### src/hw/pmc_consts.svh
// register offsets, field positions, reset values and counts of the power save controller
// assumes a 32-bit AXI4-Lite register bus with byte addresses
`ifndef PMC_CONSTS_SVH
`define PMC_CONSTS_SVH

`define PMC_AW             8
`define PMC_A_MODE         8'h00
`define PMC_A_UNLOCK       8'h04
`define PMC_A_STBY         8'h08
`define PMC_A_CLKCTL       8'h0c
`define PMC_A_SCC          8'h10
`define PMC_A_ICC          8'h14
`define PMC_A_CPUCLK       8'h18
`define PMC_A_DFLT         8'h1c
`define PMC_A_STAT         8'h20
`define PMC_A_PSEL         8'h24
`define PMC_A_IMASK        8'h28

`define PMC_MODE_IDLE      2'h0
`define PMC_MODE_STOP      2'h1
`define PMC_MODE_TKEEP     2'h2
`define PMC_MODE_SUBTK     2'h3
`define PMC_B_MAIN_OSC_DISABLE_BIT       2
`define PMC_B_STP          0
`define PMC_B_WAKE_IRQ     1
`define PMC_B_PLLEN        0
`define PMC_B_SCEN         1
`define PMC_B_PERIPHERAL_CLOCK_ENABLE_BIT        2
`define PMC_B_CPUSRC       2
`define PMC_B_DFLTRQ       0

`define PMC_RST_IMASK      16'hffff
`define PMC_RST_STBY       8'h00
`define PMC_ENTRY_SLOTS    3'h5
`define PMC_RESP_OKAY      2'h0
`define PMC_RESP_SLVERR    2'h2

`endif

### src/hw/pmc_pkg.sv
// types of the power save controller
// constants live in pmc_consts.svh
package pmc_pkg;
	typedef enum logic [1:0] {ST_IDLE, ST_ENTRY, ST_SLEEP} pmc_state_t;
	typedef logic [1:0] pmc_mode_t;
endpackage : pmc_pkg

### src/hw/pmc_axil_slave.sv
// AXI4-Lite slave front end: one write and one read at a time
// assumes the parent decodes addresses combinationally and returns hit flags
`timescale 1ns/10ps
`include "pmc_consts.svh"
module pmc_axil_slave (
	input  wire logic                  aclk,
	input  wire logic                  aresetn,
	input  wire logic [`PMC_AW-1:0]    awaddr,
	input  wire logic                  awvalid,
	output logic                       awready,
	input  wire logic [31:0]           wdata,
	input  wire logic [3:0]            wstrb,
	input  wire logic                  wvalid,
	output logic                       wready,
	output logic [1:0]                 bresp,
	output logic                       bvalid,
	input  wire logic                  bready,
	input  wire logic [`PMC_AW-1:0]    araddr,
	input  wire logic                  arvalid,
	output logic                       arready,
	output logic [31:0]                rdata,
	output logic [1:0]                 rresp,
	output logic                       rvalid,
	input  wire logic                  rready,
	output logic                       wr_en,
	output logic [`PMC_AW-1:0]         wr_addr,
	output logic [31:0]                wr_data,
	output logic [3:0]                 wr_strb,
	input  wire logic                  wr_ok,
	output logic [`PMC_AW-1:0]         rd_addr,
	input  wire logic [31:0]           rd_data,
	input  wire logic                  rd_ok
);
	logic aw_full_q;
	logic w_full_q;

	assign awready = ~aw_full_q & ~bvalid;
	assign wready  = ~w_full_q & ~bvalid;
	assign wr_en   = aw_full_q & w_full_q & ~bvalid;
	assign arready = ~rvalid;
	assign rd_addr = araddr;

	always_ff @(posedge aclk)
	begin
		if (!aresetn)
		begin
			aw_full_q <= 1'b0;
			w_full_q  <= 1'b0;
			wr_addr   <= '0;
			wr_data   <= 32'h0;
			wr_strb   <= 4'h0;
			bvalid    <= 1'b0;
			bresp     <= `PMC_RESP_OKAY;
		end
		else
		begin
			if (awvalid && awready)
			begin
				aw_full_q <= 1'b1;
				wr_addr   <= awaddr;
			end
			if (wvalid && wready)
			begin
				w_full_q <= 1'b1;
				wr_data  <= wdata;
				wr_strb  <= wstrb;
			end
			if (wr_en)
			begin
				aw_full_q <= 1'b0;
				w_full_q  <= 1'b0;
				bvalid    <= 1'b1;
				bresp     <= wr_ok ? `PMC_RESP_OKAY : `PMC_RESP_SLVERR;
			end
			else if (bvalid && bready)
				bvalid <= 1'b0;
		end
	end

	always_ff @(posedge aclk)
	begin
		if (!aresetn)
		begin
			rvalid <= 1'b0;
			rdata  <= 32'h0;
			rresp  <= `PMC_RESP_OKAY;
		end
		else if (arvalid && arready)
		begin
			rvalid <= 1'b1;
			rdata  <= rd_ok ? rd_data : 32'h0;
			rresp  <= rd_ok ? `PMC_RESP_OKAY : `PMC_RESP_SLVERR;
		end
		else if (rvalid && rready)
			rvalid <= 1'b0;
	end
endmodule : pmc_axil_slave

### src/hw/pmc_entry_seq.sv
// power save entry sequencer: counts instruction slots after a request
// assumes req, wake and slot come from logic on aclk
`timescale 1ns/10ps
`include "pmc_consts.svh"
module pmc_entry_seq (
	input  wire logic aclk,
	input  wire logic aresetn,
	input  wire logic req,
	input  wire logic wake,
	input  wire logic slot,
	output logic      accept,
	output logic      reject,
	output logic      cfg,
	output logic      complete,
	output logic      asleep
);
	pmc_pkg::pmc_state_t state_q;
	logic [2:0]          cnt_q;

	assign asleep = (state_q == pmc_pkg::ST_SLEEP);

	always_ff @(posedge aclk)
	begin
		if (!aresetn)
		begin
			state_q  <= pmc_pkg::ST_IDLE;
			cnt_q    <= 3'h0;
			accept   <= 1'b0;
			reject   <= 1'b0;
			cfg      <= 1'b0;
			complete <= 1'b0;
		end
		else
		begin
			accept   <= 1'b0;
			reject   <= 1'b0;
			cfg      <= 1'b0;
			complete <= 1'b0;
			case (state_q)
				pmc_pkg::ST_IDLE:
					if (req && wake)
						reject <= 1'b1;
					else if (req)
					begin
						accept  <= 1'b1;
						cnt_q   <= 3'h0;
						state_q <= pmc_pkg::ST_ENTRY;
					end
				pmc_pkg::ST_ENTRY:
					if (wake)
					begin
						cfg     <= 1'b1;
						state_q <= pmc_pkg::ST_IDLE;
					end
					else if (slot)
					begin
						cnt_q <= cnt_q + 3'h1;
						if (cnt_q == `PMC_ENTRY_SLOTS - 3'h1)
							state_q <= pmc_pkg::ST_SLEEP;
					end
				pmc_pkg::ST_SLEEP:
					if (wake)
					begin
						cfg      <= 1'b1;
						complete <= 1'b1;
						state_q  <= pmc_pkg::ST_IDLE;
					end
				default:
					state_q <= pmc_pkg::ST_IDLE;
			endcase
		end
	end
endmodule : pmc_entry_seq

### src/hw/pmc_power_save_ctrl.sv
// power save entry and wake-up controller with AXI4-Lite registers
// assumes irq_req and instr_retire come from the cpu on aclk
`timescale 1ns/10ps
`include "pmc_consts.svh"
module pmc_power_save_ctrl (
	input  wire logic                  aclk,
	input  wire logic                  aresetn,
	input  wire logic [`PMC_AW-1:0]    s_axi_awaddr,
	input  wire logic                  s_axi_awvalid,
	output logic                       s_axi_awready,
	input  wire logic [31:0]           s_axi_wdata,
	input  wire logic [3:0]            s_axi_wstrb,
	input  wire logic                  s_axi_wvalid,
	output logic                       s_axi_wready,
	output logic [1:0]                 s_axi_bresp,
	output logic                       s_axi_bvalid,
	input  wire logic                  s_axi_bready,
	input  wire logic [`PMC_AW-1:0]    s_axi_araddr,
	input  wire logic                  s_axi_arvalid,
	output logic                       s_axi_arready,
	output logic [31:0]                s_axi_rdata,
	output logic [1:0]                 s_axi_rresp,
	output logic                       s_axi_rvalid,
	input  wire logic                  s_axi_rready,
	input  wire logic [15:0]           irq_req,
	input  wire logic                  instr_retire,
	output logic                       irq_ack_allow,
	output logic                       cpu_clk_run,
	output logic                       lp_active,
	output logic                       main_osc_en,
	output logic                       pll_run,
	output logic                       spread_spectrum_generator_run,
	output logic                       periph_clk_en,
	output logic [1:0]                 spread_sel,
	output logic [1:0]                 aux_sel,
	output logic                       cpu_clk_src,
	output logic [1:0]                 cpu_clk_div,
	output logic [1:0]                 wdt_clk_sel,
	output logic [1:0]                 wt_clk_sel,
	output logic [1:0]                 disp_clk_sel
);
	logic                 wr_en;
	logic [`PMC_AW-1:0]   wr_addr;
	logic [31:0]          wr_data;
	logic [3:0]           wr_strb;
	logic                 wr_ok;
	logic [`PMC_AW-1:0]   rd_addr;
	logic [31:0]          rd_data;
	logic                 rd_ok;
	pmc_pkg::pmc_mode_t   mode_q;
	pmc_pkg::pmc_mode_t   ent_mode_q;
	logic                 osc_dis_q;
	logic                 ent_osc_q;
	logic                 unlock_q;
	logic [7:0]           unlock_data_q;
	logic [7:0]           stby_q;
	logic                 pll_en_q;
	logic                 scen_q;
	logic                 peripheral_clock_enable_bit_q;
	logic [1:0]           scc_sel_q;
	logic [1:0]           icc_sel_q;
	logic                 cpu_src_q;
	logic [1:0]           cpu_div_q;
	logic                 cpu_lock_q;
	logic [1:0]           wdt_sel_q;
	logic [1:0]           wt_sel_q;
	logic [1:0]           disp_sel_q;
	logic [2:0]           psel_lock_q;
	logic [15:0]          imask_q;
	logic                 flag_q;
	logic                 irq_hold_q;
	logic                 hold_cnt_q;
	logic                 w_mode;
	logic                 w_unlock;
	logic                 w_stby;
	logic                 w_clk;
	logic                 w_scc;
	logic                 w_icc;
	logic                 w_cpu;
	logic                 w_dflt;
	logic                 w_psel;
	logic                 w_imask;
	logic                 prot_ok;
	logic                 req;
	logic                 wake;
	logic                 accept;
	logic                 reject;
	logic                 cfg;
	logic                 complete;
	logic                 asleep;
	logic                 dflt;
	logic                 clr_clk;
	logic                 clr_cpu;
	logic                 load_cpu;
	logic                 osc_stop;

	function automatic logic reg_hit(input logic [`PMC_AW-1:0] a);
		reg_hit = (a == `PMC_A_MODE) || (a == `PMC_A_UNLOCK) || (a == `PMC_A_STBY)
			|| (a == `PMC_A_CLKCTL) || (a == `PMC_A_SCC) || (a == `PMC_A_ICC)
			|| (a == `PMC_A_CPUCLK) || (a == `PMC_A_DFLT) || (a == `PMC_A_STAT)
			|| (a == `PMC_A_PSEL) || (a == `PMC_A_IMASK);
	endfunction : reg_hit

	function automatic logic wr_to(input logic en, input logic [`PMC_AW-1:0] a,
		input logic [`PMC_AW-1:0] target, input logic lane0);
		wr_to = en && (a == target) && lane0;
	endfunction : wr_to

	pmc_axil_slave u_bus (
		.aclk    (aclk),
		.aresetn (aresetn),
		.awaddr  (s_axi_awaddr),
		.awvalid (s_axi_awvalid),
		.awready (s_axi_awready),
		.wdata   (s_axi_wdata),
		.wstrb   (s_axi_wstrb),
		.wvalid  (s_axi_wvalid),
		.wready  (s_axi_wready),
		.bresp   (s_axi_bresp),
		.bvalid  (s_axi_bvalid),
		.bready  (s_axi_bready),
		.araddr  (s_axi_araddr),
		.arvalid (s_axi_arvalid),
		.arready (s_axi_arready),
		.rdata   (s_axi_rdata),
		.rresp   (s_axi_rresp),
		.rvalid  (s_axi_rvalid),
		.rready  (s_axi_rready),
		.wr_en   (wr_en),
		.wr_addr (wr_addr),
		.wr_data (wr_data),
		.wr_strb (wr_strb),
		.wr_ok   (wr_ok),
		.rd_addr (rd_addr),
		.rd_data (rd_data),
		.rd_ok   (rd_ok)
	);

	pmc_entry_seq u_seq (
		.aclk     (aclk),
		.aresetn  (aresetn),
		.req      (req),
		.wake     (wake),
		.slot     (instr_retire),
		.accept   (accept),
		.reject   (reject),
		.cfg      (cfg),
		.complete (complete),
		.asleep   (asleep)
	);

	assign wr_ok    = reg_hit(wr_addr);
	assign rd_ok    = reg_hit(rd_addr);
	assign w_mode   = wr_to(wr_en, wr_addr, `PMC_A_MODE, wr_strb[0]);
	assign w_unlock = wr_to(wr_en, wr_addr, `PMC_A_UNLOCK, wr_strb[0]);
	assign w_stby   = wr_to(wr_en, wr_addr, `PMC_A_STBY, wr_strb[0]);
	assign w_clk    = wr_to(wr_en, wr_addr, `PMC_A_CLKCTL, wr_strb[0]);
	assign w_scc    = wr_to(wr_en, wr_addr, `PMC_A_SCC, wr_strb[0]);
	assign w_icc    = wr_to(wr_en, wr_addr, `PMC_A_ICC, wr_strb[0]);
	assign w_cpu    = wr_to(wr_en, wr_addr, `PMC_A_CPUCLK, wr_strb[0]);
	assign w_dflt   = wr_to(wr_en, wr_addr, `PMC_A_DFLT, wr_strb[0]);
	assign w_psel   = wr_to(wr_en, wr_addr, `PMC_A_PSEL, wr_strb[0]);
	assign w_imask  = wr_en && (wr_addr == `PMC_A_IMASK);

	// protected write: previous write unlocked and data match
	assign prot_ok = w_stby && unlock_q && (wr_data[7:0] == unlock_data_q);
	assign req     = prot_ok && wr_data[`PMC_B_STP];
	// mask and the stby_q wake enable bit decide wake, acknowledge blocking plays no part
	assign wake    = stby_q[`PMC_B_WAKE_IRQ] && |(irq_req & ~imask_q);
	assign dflt    = w_dflt && wr_data[`PMC_B_DFLTRQ];

	assign clr_clk  = cfg && (ent_mode_q != `PMC_MODE_IDLE);
	assign clr_cpu  = cfg && ((ent_mode_q == `PMC_MODE_IDLE) || (ent_mode_q == `PMC_MODE_STOP));
	assign load_cpu = cfg && ent_mode_q[1];
	assign osc_stop = (ent_mode_q == `PMC_MODE_STOP) || (ent_mode_q == `PMC_MODE_SUBTK)
		|| ((ent_mode_q == `PMC_MODE_TKEEP) && ent_osc_q);

	assign main_osc_en   = ~(asleep && osc_stop);
	assign pll_run       = pll_en_q && ~asleep;
	assign spread_spectrum_generator_run      = scen_q && ~asleep;
	assign cpu_clk_run   = ~asleep;
	assign lp_active     = asleep;
	assign irq_ack_allow = ~irq_hold_q;
	assign periph_clk_en = peripheral_clock_enable_bit_q;
	assign spread_sel    = scc_sel_q;
	assign aux_sel       = icc_sel_q;
	assign cpu_clk_src   = cpu_src_q;
	assign cpu_clk_div   = cpu_div_q;
	assign wdt_clk_sel   = wdt_sel_q;
	assign wt_clk_sel    = wt_sel_q;
	assign disp_clk_sel  = disp_sel_q;

	always_ff @(posedge aclk)
	begin
		if (!aresetn)
		begin
			mode_q     <= `PMC_MODE_IDLE;
			osc_dis_q  <= 1'b0;
			ent_mode_q <= `PMC_MODE_IDLE;
			ent_osc_q  <= 1'b0;
		end
		else
		begin
			if (w_mode)
			begin
				mode_q    <= wr_data[1:0];
				osc_dis_q <= wr_data[`PMC_B_MAIN_OSC_DISABLE_BIT];
			end
			if (req)
			begin
				ent_mode_q <= mode_q;
				ent_osc_q  <= osc_dis_q;
			end
		end
	end

	// any write after the unlock write consumes the unlock
	always_ff @(posedge aclk)
	begin
		if (!aresetn)
		begin
			unlock_q      <= 1'b0;
			unlock_data_q <= 8'h00;
		end
		else if (w_unlock)
		begin
			unlock_q      <= 1'b1;
			unlock_data_q <= wr_data[7:0];
		end
		else if (wr_en)
			unlock_q <= 1'b0;
	end

	// acknowledge held until the instruction after the unlock store ends or the next bus write
	always_ff @(posedge aclk)
	begin
		if (!aresetn)
		begin
			irq_hold_q <= 1'b0;
			hold_cnt_q <= 1'b0;
		end
		else if (w_unlock)
		begin
			irq_hold_q <= 1'b1;
			hold_cnt_q <= 1'b0;
		end
		else if (irq_hold_q && (wr_en || (instr_retire && hold_cnt_q)))
			irq_hold_q <= 1'b0;
		else if (irq_hold_q && instr_retire)
			hold_cnt_q <= 1'b1;
	end

	always_ff @(posedge aclk)
	begin
		if (!aresetn)
			stby_q <= `PMC_RST_STBY;
		else if (prot_ok)
			stby_q <= wr_data[7:0];
		else if (cfg || reject)
			stby_q[`PMC_B_STP] <= 1'b0;
	end

	always_ff @(posedge aclk)
	begin
		if (!aresetn)
		begin
			pll_en_q  <= 1'b0;
			scen_q    <= 1'b0;
			peripheral_clock_enable_bit_q   <= 1'b0;
			scc_sel_q <= 2'h0;
			icc_sel_q <= 2'h0;
		end
		else if (clr_clk)
		begin
			pll_en_q  <= 1'b0;
			scen_q    <= 1'b0;
			peripheral_clock_enable_bit_q   <= 1'b0;
			scc_sel_q <= 2'h0;
			icc_sel_q <= 2'h0;
		end
		else if (dflt)
		begin
			peripheral_clock_enable_bit_q   <= 1'b0;
			scc_sel_q <= 2'h0;
			icc_sel_q <= 2'h0;
		end
		else
		begin
			if (w_clk)
			begin
				pll_en_q <= wr_data[`PMC_B_PLLEN];
				scen_q   <= wr_data[`PMC_B_SCEN];
				peripheral_clock_enable_bit_q  <= wr_data[`PMC_B_PERIPHERAL_CLOCK_ENABLE_BIT];
			end
			if (w_scc)
				scc_sel_q <= wr_data[1:0];
			if (w_icc)
				icc_sel_q <= wr_data[1:0];
		end
	end

	// one cpu clock switch, rearmed by wake-up or default request
	always_ff @(posedge aclk)
	begin
		if (!aresetn)
		begin
			cpu_src_q  <= 1'b0;
			cpu_div_q  <= 2'h0;
			cpu_lock_q <= 1'b0;
		end
		else if (load_cpu || dflt)
		begin
			cpu_src_q  <= dflt ? osc_dis_q : ent_osc_q;
			cpu_div_q  <= 2'h0;
			cpu_lock_q <= 1'b0;
		end
		else if (clr_cpu)
		begin
			cpu_src_q  <= 1'b0;
			cpu_div_q  <= 2'h0;
			cpu_lock_q <= 1'b0;
		end
		else if (w_cpu && !cpu_lock_q)
		begin
			cpu_src_q  <= wr_data[`PMC_B_CPUSRC];
			cpu_div_q  <= wr_data[1:0];
			cpu_lock_q <= 1'b1;
		end
	end

	// each peripheral select field takes one write per reset
	always_ff @(posedge aclk)
	begin
		if (!aresetn)
		begin
			wdt_sel_q   <= 2'h0;
			wt_sel_q    <= 2'h0;
			disp_sel_q  <= 2'h0;
			psel_lock_q <= 3'h0;
		end
		else if (w_psel)
		begin
			if (!psel_lock_q[0])
				wdt_sel_q <= wr_data[1:0];
			if (!psel_lock_q[1])
				wt_sel_q <= wr_data[3:2];
			if (!psel_lock_q[2])
				disp_sel_q <= wr_data[5:4];
			psel_lock_q <= 3'h7;
		end
	end

	always_ff @(posedge aclk)
	begin
		if (!aresetn)
			imask_q <= `PMC_RST_IMASK;
		else if (w_imask)
		begin
			if (wr_strb[0])
				imask_q[7:0] <= wr_data[7:0];
			if (wr_strb[1])
				imask_q[15:8] <= wr_data[15:8];
		end
	end

	// accept and complete never coincide, so no set/clear clash
	always_ff @(posedge aclk)
	begin
		if (!aresetn)
			flag_q <= 1'b0;
		else if (complete)
			flag_q <= 1'b1;
		else if (accept)
			flag_q <= 1'b0;
	end

	always_comb
	begin
		rd_data = 32'h0;
		if (rd_addr == `PMC_A_MODE)
			rd_data = {29'h0, osc_dis_q, mode_q};
		else if (rd_addr == `PMC_A_STBY)
			rd_data = {24'h0, stby_q};
		else if (rd_addr == `PMC_A_CLKCTL)
			rd_data = {29'h0, peripheral_clock_enable_bit_q, scen_q, pll_en_q};
		else if (rd_addr == `PMC_A_SCC)
			rd_data = {30'h0, scc_sel_q};
		else if (rd_addr == `PMC_A_ICC)
			rd_data = {30'h0, icc_sel_q};
		else if (rd_addr == `PMC_A_CPUCLK)
			rd_data = {29'h0, cpu_src_q, cpu_div_q};
		else if (rd_addr == `PMC_A_STAT)
			rd_data = {26'h0, irq_hold_q, asleep, spread_spectrum_generator_run, pll_run, main_osc_en, flag_q};
		else if (rd_addr == `PMC_A_PSEL)
			rd_data = {26'h0, disp_sel_q, wt_sel_q, wdt_sel_q};
		else if (rd_addr == `PMC_A_IMASK)
			rd_data = {16'h0, imask_q};
	end
endmodule : pmc_power_save_ctrl
### config.mk
export PLATFORM = sky130hd
export DESIGN_NAME = pmc_power_save_ctrl
export DESIGN_NICKNAME = d
export VERILOG_FILES = /design/src/hw/pmc_pkg.sv /design/src/hw/pmc_axil_slave.sv /design/src/hw/pmc_entry_seq.sv /design/src/hw/pmc_power_save_ctrl.sv
export VERILOG_INCLUDE_DIRS = /design/src /design/src/hw
export SDC_FILE = /design/constraint.sdc
export NUM_CORES = 1
export LEC_CHECK = 0
export ABC_AREA = 1
export BUFFER_PORTS_ARGS = -buffer_cell sky130_fd_sc_hd__buf_2
export CAP_MARGIN = 25
export CORE_AREA = 2 2 93 113
export CTS_CLUSTER_DIAMETER = 40
export CTS_CLUSTER_SIZE = 20
export DETAILED_ROUTE_END_ITERATION = 8
export DIE_AREA = 0 0 95 115
export PLACE_DENSITY = 0.84
export SKIP_CTS_REPAIR_TIMING = 1
export SLEW_MARGIN = 40
export SYNTH_ARGS = -nofsm -noshare
export SYNTH_HDL_FRONTEND = slang
export SYNTH_SLANG_ARGS = --single-unit
### constraint.sdc
create_clock -name aclk -period 3.6 [get_ports aclk]
set_input_delay 0.36 -clock aclk [delete_from_list [all_inputs] [get_ports aclk]]
set_output_delay 0.36 -clock aclk [all_outputs]
set_load 0.02 [all_outputs]
======== Yosys cells after proc, flatten, opt, wreduce, memory -nomap -nowiden ========
Cells that the tools add are included.
word-level totals
  logic and storage cells ................. 240
  output and inout bits ................... 61
  register bits after elaboration ......... 135
operators by class
  multiplexer cells ....................... 43
  equal/unequal tests ..................... 34
  bitwise gates (word level) .............. 20
  add/sub/neg operators ................... 1
  reductions and logical operators ........ 101
operator list
  cell                                                              number
  16-bit two-way mux                                                10
  8-bit by 5-bit == test with 1-bit output (second input constant)  8
  8-bit by 6-bit == test with 1-bit output (second input constant)  6
  1-bit logical AND                                                 41
  8-bit by 4-bit == test with 1-bit output (second input constant)  4
  1-bit logical OR                                                  26
  2-bit AND reduction                                               10
  1-bit two-way mux                                                 19
  16-bit AND                                                        1
  8-bit by 3-bit == test with 1-bit output (second input constant)  2
  8-bit logical NOT                                                 2
  2-bit two-way mux                                                 8
  16-bit NOT                                                        1
  2-bit nonzero test                                                8
  16-bit OR reduction                                               1
  1-bit NOT                                                         14
  3-bit two-way mux                                                 4
  5-bit AND reduction                                               2
  3-bit OR reduction                                                3
  8-bit == test                                                     1
  2-bit OR reduction                                                4
  2-bit == test (second input constant)                             3
  2-bit inequality test (second input constant)                     3
  2-bit case mux with 3 select lines                                1
  11 further kinds                                                  17

======== Longest topological paths before layout ========
Gate-level depths: netlist of run 1.
  depth after elaboration ................. 13
  gate-level depth with buffers ........... 13
  depth with buffers taken out ............ 13

======== Cells and area by module ========
A second synthesis of run 1 with hierarchy kept.
second synthesis, totals
  cell total of the unflattened synthesis .. 1137
  area, all modules ....................... 7414.6 um^2
modules (own cells, without submodules)
  module               seq. area each (um^2)  area each (um^2)  times used  cells an instance
  pmc_axil_slave       1641.6                 3681.0            1           568
  pmc_power_save_ctrl  1201.2                 3231.8            1           501
  pmc_entry_seq        180.2                  501.7             1           68

======== Worst setup path after synthesis of run 1 ========
OpenSTA, ideal clock, no wires.
  kind .................................... reg2reg
  start point ............................. register u_seq.state_q[0]
  end point ............................... register u_bus.rdata[1]
  cell stages (with the launch flop) ...... 12
  data arrival time ....................... 1.477 ns
  path slack .............................. 1.991 ns
  library setup time ...................... 0.132 ns
  period minus slack after synthesis ...... 1.609 ns
  required time ........................... 3.468 ns
  path buffers ............................ 0
  cells stage by stage .................... dfxtp_1 -> inv_1 -> ha_1 -> nand2_1 -> a21oi_1 -> nand2_1 -> nand2_1 -> nand2_1 -> nand2_1 -> nand3_1 -> nand2_1 -> a21oi_1
on the way
  longest elaborated chain between the ends .. 11
RTL lines
  item                    line                        source
  start, declared         pmc_entry_seq.sv:17         pmc_pkg::pmc_state_t state_q;
  start signal, assigned  pmc_entry_seq.sv:26         state_q <= pmc_pkg::ST_IDLE;
  start signal, assigned  pmc_entry_seq.sv:47         state_q <= pmc_pkg::ST_ENTRY;
  start signal, assigned  pmc_entry_seq.sv:53         state_q <= pmc_pkg::ST_IDLE;
  2-bit == test           pmc_entry_seq.sv:20         assign asleep = (state_q == pmc_pkg::ST_SLEEP);
  net lp_active           pmc_power_save_ctrl.sv:29   output logic lp_active,
  1-bit logical AND       pmc_power_save_ctrl.sv:178  assign main_osc_en = ~(asleep && osc_stop);
  1-bit NOT               pmc_power_save_ctrl.sv:178
  net main_osc_en         pmc_power_save_ctrl.sv:30   output logic main_osc_en,
  16-bit two-way mux      pmc_power_save_ctrl.sv:392  else if (rd_addr == `PMC_A_STAT)
  16-bit two-way mux      pmc_power_save_ctrl.sv:390  else if (rd_addr == `PMC_A_CPUCLK)
  16-bit two-way mux      pmc_power_save_ctrl.sv:388  else if (rd_addr == `PMC_A_ICC)
  16-bit two-way mux      pmc_power_save_ctrl.sv:386  else if (rd_addr == `PMC_A_SCC)
  16-bit two-way mux      pmc_power_save_ctrl.sv:384  else if (rd_addr == `PMC_A_CLKCTL)
  16-bit two-way mux      pmc_power_save_ctrl.sv:382  else if (rd_addr == `PMC_A_STBY)
  16-bit two-way mux      pmc_power_save_ctrl.sv:380  if (rd_addr == `PMC_A_MODE)
  16-bit two-way mux      pmc_axil_slave.sv:91        rdata <= rd_ok ? rd_data : 32'h0;
  end signal, assigned    pmc_axil_slave.sv:91
  end, declared           pmc_axil_slave.sv:21        output logic [31:0] rdata,
The timed path passes the listed nets, and every way through them passes these cells.
A chain may end at the register's enable or synchronous reset.

======== Worst setup path in the final report of run 1 ========
  start point ............................. register u_bus.wr_data[0]
  end point ............................... register u_seq.state_q[0]
on the way
  longest elaborated chain between the ends .. 6
  elaborated cells between the ends (all ways) .. 7
  classes of those cells .................. 3 x eq/ne; 4 x reduce/logical
RTL lines
  item                                      line                        source
  start, declared                           pmc_axil_slave.sv:27        output logic [31:0] wr_data,
  start signal, assigned                    pmc_axil_slave.sv:65        wr_data <= wdata;
  8-bit == test                             pmc_power_save_ctrl.sv:166  assign prot_ok = w_stby && unlock_q && (wr_data[7:0] == unlock_data_q);
  1-bit logical AND                         pmc_power_save_ctrl.sv:166
  1-bit logical AND (*)                     pmc_power_save_ctrl.sv:167  assign req = prot_ok && wr_data[`PMC_B_STP];
  1-bit logical AND                         pmc_entry_seq.sv:41         if (req && wake)
  2-bit inequality test (no source line)    -
  5-bit AND reduction (no source line) (*)  -
  end signal, assigned                      pmc_entry_seq.sv:47
  end signal, assigned                      pmc_entry_seq.sv:53
  end signal, assigned                      pmc_entry_seq.sv:59         state_q <= pmc_pkg::ST_SLEEP;
Every way passes the cells marked *; elsewhere a longest branch is shown, timed or not.

==> run metrics, run 1 <==
status=finished clean; clock-pin slew on the worst setup and hold paths=0.05 ns; # fillers=866; Die W=95 um; Post-Synthesis Cells=789; main combinational cell family by area after synthesis=simple AND/OR/NAND/NOR gates; flop and latch count out of synthesis=117; Max stage delay cell, worst path=dfxtp_1; tightest hold margin=approximately 0.19 ns; total CTS buffers=17; die height=~120 um; CP delay by family, top=simple AND/OR/NAND/NOR gates; Critical Path RT=3.90 ns; Synth Cell Area=0.00549 mm^2; Synth Area in XOR/XNOR=0.160%; Placer Congestion=roughly 0.89; CP max stage delay=approximately 0.62 ns; vias per std cell=5.20; WHS Endpoint=u_bus.wr_strb[0]; Yosys top cell area share=42.7%; antenna cells=0; proportion of synthesized area in mux cells=0%; WP buf/inv=2; multi-input logic area=0.00261 mm^2; Post-synth EDFFs=0; # setup viols final=0; max_slew headroom=65.3%; CP startpoint kind=flip-flop; Worst Hold Class=input port to flip-flop; die footprint=0.0109 mm^2; Tot GR Track Use=25.5%; RSZ-0062 raised after global routing=no; Setup TNS Final=0 ns; Worst Max-Slew Pin Slew=0.521 ns; sequential share of the synthesized area=42.7%; Max VDD drop=0.428 mV; area leader, netlist=dfxtp_1; Starting Density=between 50% and 60%; fin. max-slew vios=0; wire per inst=13.2 um; Post-DRT Antenna Nets=0; commonest non-fill, non-tap cell in the layout=nand2_1; Hold Crit Start=s_axi_wstrb[0]; H-tree levels=4; P_leak=0.00317 uW; initial drt markers=306; CTS sink cnt=117; min Tclk post-route=2.04 ns; Synth cell types=41; Worst Path Arrival=2.34 ns; most frequent cells in the layout=185 x nand2_1, 117 x dfxtp_1, 99 x buf_2; YS warnings=0; ys flop type=dfxtp_1; nets@finish=972; Ports=137; DRC viols=0; critical path, cell by cell=inv_1 > nand2_1 > inv_1 > nor2_1 > nand3_1 > nor2_4 > nand4_1 > nand2_1 > nor2_1 > nor2_1 > nor2_1; Register Area=0.00234 mm^2; critical path fanouts, max=11; clk buf depth=2; Initial DRT Pass Iterations=6; Setup Skew=0.00795 ns; cell mode on critical path=nor2_1; total power=3460 uW; maxcap violations=0; vias in the first global route=4767; ratio of cells with drive above 1 in the final layout=19.1%; global-route wire length before repair=21.9 mm; Synth area leaders=dfxtp_1 43%, nand2_1 13%, a21oi_1 6.9%; # port buffers=100; Async S/R FF share, synth=0%; R2R cell count=11; Rows=40; Post-DP HPWL=just under 10 mm; grt total ovfl=0; routed via count=~5400; Compound-Gate Fraction of Synth Area=17.0%; largest net degree at the start of global routing=60; FF-to-FF setup slack=1.56 ns; Area Growth Syn to Fin=21.4%; Hold Violations, Final=0; CTS root buf=clkbuf_16; Post-Synth Simple-Gate Area=between 20% and 30%; Synth Area in Adders=roughly 1.1%; synthesized area per cell=6.95 um^2; Peak Freq=490 MHz; Clock Latency Late Sink=slightly above 0.4 ns; Hold Path Depth=3; crit path kind=flip-flop to flip-flop; CORE AREA=0.00986 mm^2; power per cell area=approximately 520 mW/mm^2; fin crit share=56.7%; final WL=roughly 14 mm; CTS tree=done; antenna violations before repair=0; Reg-to-Reg End=u_seq.state_q[0]; worst reg2reg startpoint=u_bus.wr_data[0]; CP Capture Type=flip-flop
## per-stage QoR
step | instance area [um^2] | utilization, % | setup slack [ns] | std cells
detailed placement | 6020 | 61.1 | 1.62 | 998
global placement | 6020 | 61.1 | 1.63 | 998
floorplan | 5550 | - | 1.99 | 806
CTS | 6660 | 67.5 | 1.60 | 1030
finish | 6660 | 67.5 | 1.56 | 1030
global route | 6660 | 67.5 | 1.33 | 1030
## worst max-delay path by stage
| stage | endpoint | start | slack [ns] | cells past startpoint |
|---|---|---|---|---|
| after floorplan | u_bus.rdata[1] | u_seq.state_q[0] | 1.99 | 11 |
| after global placement | u_seq.state_q[0] | u_bus.wr_data[0] | 1.63 | 11 |
| after detailed placement | u_seq.state_q[0] | u_bus.wr_data[0] | 1.62 | 11 |
| after CTS | u_seq.state_q[0] | u_bus.wr_data[0] | 1.60 | 11 |
| after global routing | u_seq.state_q[0] | u_bus.wr_data[0] | 1.33 | 11 |
| final | u_seq.state_q[0] | u_bus.wr_data[0] | 1.56 | 11 |
## cell type report
cell class	count	area share (%)
clock buffer	21	6.92
clock inverter	11	2.61
inverter	101	5.71
multi-input combinational	550	39.2
sequential	117	35.2
tap	126	2.37
timing repair buffer	104	8.01
## worst reg2reg max path, cell delays in order (launching register included)
cell	delay (ns)
dfxtp_1	0.62
inv_1	0.23
nand2_1	0.13
inv_1	0.04
nor2_1	0.11
nand3_1	0.13
nor2_4	0.25
nand4_1	0.16
nand2_1	0.09
nor2_1	0.04
nor2_1	0.08
nor2_1	0.05
## state kept, by name (all words and copies together), names as in the netlist, 2 cells and up
register       cells
stby_q             8
ent_mode_q         2
aux_sel            2
u_seq.cnt_q        3
u_bus.wr_data     16
wdt_clk_sel        2
wt_clk_sel         2
imask_q           16
mode_q             2
u_bus.rdata       16
u_seq.state_q      2
cpu_clk_div        2
disp_clk_sel       2
spread_sel         2
u_bus.wr_strb      2
unlock_data_q      8
u_bus.wr_addr      8
## where the power goes
group          switching, uW  internal, uW
Clock                    596          1200
Sequential              37.7          1340
Combinational            203          93.3
## per-layer routing
layer / GRT usage (%) / wire [um]
met5: 0 / 0
met4: 12.2 / 366
met3: 5.50 / 925
met2: 42.2 / 6480
met1: 31.5 / 5810
## cells by family after synthesis
family	Yosys count
AOI/OAI and AO/OA	171
xor gates and xnor gates	1
DFF	117
other	1
adders and majority gates	5
and+or+nand+nor	355
buffers and inverters	139
## Yosys cell counts (2+ instances only)
cell,count
clkbuf_1,15
nand2_1,185
nor2_1,90
a21oi_1,76
nor2_2,10
o21ai_0,59
inv_1,89
nor2_4,4
nand3_2,2
o21ai_1,5
nand2_2,7
nand3_1,34
clkinv_1,3
ha_1,5
buf_2,5
inv_2,8
or2_0,2
o22ai_1,11
nor3_1,5
buf_4,18
nand4_1,10
dfxtp_1,117
o211ai_1,11
Note: power is estimated with default switching activity, not from simulation.
==> inputs of run 2 (changes only) <==
--- a/config.mk
+++ b/config.mk
@@ -9,12 +9,12 @@
 export ABC_AREA = 1
 export BUFFER_PORTS_ARGS = -buffer_cell sky130_fd_sc_hd__buf_2
 export CAP_MARGIN = 25
-export CORE_AREA = 2 2 93 113
+export CORE_AREA = 2 2 96 117
 export CTS_CLUSTER_DIAMETER = 40
 export CTS_CLUSTER_SIZE = 20
 export DETAILED_ROUTE_END_ITERATION = 8
-export DIE_AREA = 0 0 95 115
-export PLACE_DENSITY = 0.84
+export DIE_AREA = 0 0 98 119
+export PLACE_DENSITY = 0.79
 export SKIP_CTS_REPAIR_TIMING = 1
 export SLEW_MARGIN = 40
 export SYNTH_ARGS = -nofsm -noshare
==> constraint.sdc (replaced) <==
create_clock -name aclk -period 1.88 [get_ports aclk]
set_input_delay 0.188 -clock aclk [delete_from_list [all_inputs] [get_ports aclk]]
set_output_delay 0.188 -clock aclk [all_outputs]
set_load 0.02 [all_outputs]
==> run 2 against run 1 <==
  * Global-route usage fell by 1.2 points
  * Die area up 6.7%
  * Count of clock-buffer cells in the layout did not move
  * Via count is essentially flat
  * Final cell count rose by 1.6%
  * Total power grew 83%
  * Critical path depth down 6
  * Clock power grew 73%
  * Combinational power increased by 100%
  * Sequential share of layout area shrank 0.21 points
  * Critical path type is now flip-flop to primary output
  * Critical endpoint is now cpu_clk_run
==> run metrics, run 2 (synthesized netlist as in run 1, its figures left out) <==
status=finished clean; sequential power share=between 40% and 50%; Rows=42; antenna violations before repair=0; Largest regs=imask_q: 16 flops, u_bus.rdata: 16 flops, u_bus.wr_data: 16 flops; Worst Path Arrival=1.63 ns; vias per std cell=about 5; CTS tree=done; pre-CTS worst setup slack=0.211 ns; clk buf depth=2; worst setup path end=cpu_clk_run; Area Growth Syn to Fin=22.1%; commonest non-fill, non-tap cell in the layout=nand2_1; nets@finish=between 900 and 1000; die footprint=0.0117 mm^2; Die W=98 um; Initial DRT Pass Iterations=5; Max VDD drop=0.709 mV; Hold Violations, Final=0; most frequent cells in the layout=185 x nand2_1, 117 x dfxtp_1, 100 x buf_2; # setup viols final=0; clock-pin slew on the worst setup and hold paths=0.05 ns; R2R cell count=11; Clock Latency Late Sink=0.41 ns; switching power share of the total=between 20% and 30%; clock network power share=between 40% and 50%; CTS root buf=clkbuf_16; die height=119 um; CP Capture Type=primary output; Hold Path Depth=3; RSZ-0062 raised after global routing=no; antenna cells=0; grt total ovfl=0; # port buffers=100; vias in the first global route=4892; Post-DP HPWL=10.2 mm; CP startpoint kind=flip-flop; CORE AREA=0.0107 mm^2; final worst setup slack=between 0.05 and 0.06 ns; critical path fanouts, max=4; Int Pwr=4780 uW; global-route wire length before repair=roughly 23 mm; final WL=between 10 and 15 mm; Setup Skew=0.00843 ns; fin crit share=96.9%; Setup TNS Final=0 ns; Critical Path RT=between 1.5 and 2 ns; wire per inst=13.4 um; worst reg2reg startpoint=u_bus.aw_full_q; Worst Hold Class=input port to flip-flop; Psw=1550 uW; maxcap violations=0; Peak Freq=~550 MHz; fin. max-slew vios=0; # fillers=974; Ports=137; CTS sink cnt=117; DRC viols=0; combinational share of power=9.5%; power per cell area=945 mW/mm^2; total power=6330 uW; P_leak=~0.0032 uW; largest net degree at the start of global routing=32; Starting Density=between 50% and 60%; Reg-to-Reg End=u_seq.cnt_q[1]; min Tclk post-route=1.82 ns; Placer Congestion=0.886; ratio of cells with drive above 1 in the final layout=20.2%; Tot GR Track Use=24.3%; total CTS buffers=17; H-tree levels=4; tightest hold margin=0.0239 ns; crit path kind=flip-flop to primary output; initial drt markers=about 340; Post-DRT Antenna Nets=0; Critical Path Start=u_seq.state_q[0]; FF-to-FF setup slack=0.19 ns; routed via count=5347
==> run 2: layout make-up <==
type | instances | area (um^2) | share of cell area, %
repair buffers | 116 | 621 | 9.27
clock inverters | 9 | 104 | 1.55
clock buffers | 21 | 470 | 7.02
multi-input cells | 550 | 2620 | 39.0
inverters | 101 | 380 | 5.68
well taps | 132 | 165 | 2.47
flip-flops and latches | 117 | 2340 | 35.0
==> run 2: critical path, stage by stage, from the launching register on <==
cell and delay [ns]:
dfxtp_1 0.36, inv_1 0.07, ha_1 0.29, buf_4 0.20, inv_1 0.12, buf_2 0.18
==> run 2: routing by layer <==
layer | share of wire, % | track usage (%)
met1 | 43 | 29.4
met2 | 49 | 41.2
met3 | 5.9 | 5.87
met4 | 2.7 | 9.90
met5 | 0 | 0
==> run 2: through the flow <==
stage / utilization [%] / instance area (um^2) / std cells
3_5_place_dp: 57.4 / 6120 / 1016
2_1_floorplan: - / 5550 / 806
3_3_place_gp: 57.4 / 6120 / 1016
4_1_cts: 62.7 / 6690 / 1046
5_1_grt: 62.8 / 6700 / 1046
6_report: 62.8 / 6700 / 1046
==> run 2: worst min-delay path by stage <==
stage	from	endpoint	slack (ns)
floorplan	s_axi_awaddr[0]	u_bus.wr_addr[0]	0.35
detailed placement	hold_cnt_q	hold_cnt_q	0.44
global placement	u_seq.complete	flag_q	0.42
global route	s_axi_wdata[11]	u_bus.wr_data[11]	0.05
CTS	s_axi_wstrb[0]	u_bus.wr_strb[0]	0.02
finish	s_axi_wstrb[0]	u_bus.wr_strb[0]	0.02
==> run 2: power by group through the flow <==
stage          combinational (uW)  clock, uW  sequential [uW]
5_1_grt                       680       3250             2630
3_3_place_gp                  581          0             2670
6_report                      599       3100             2630
3_5_place_dp                  591          0             2680
2_1_floorplan                 422          0             2660
4_1_cts                       598       3140             2630
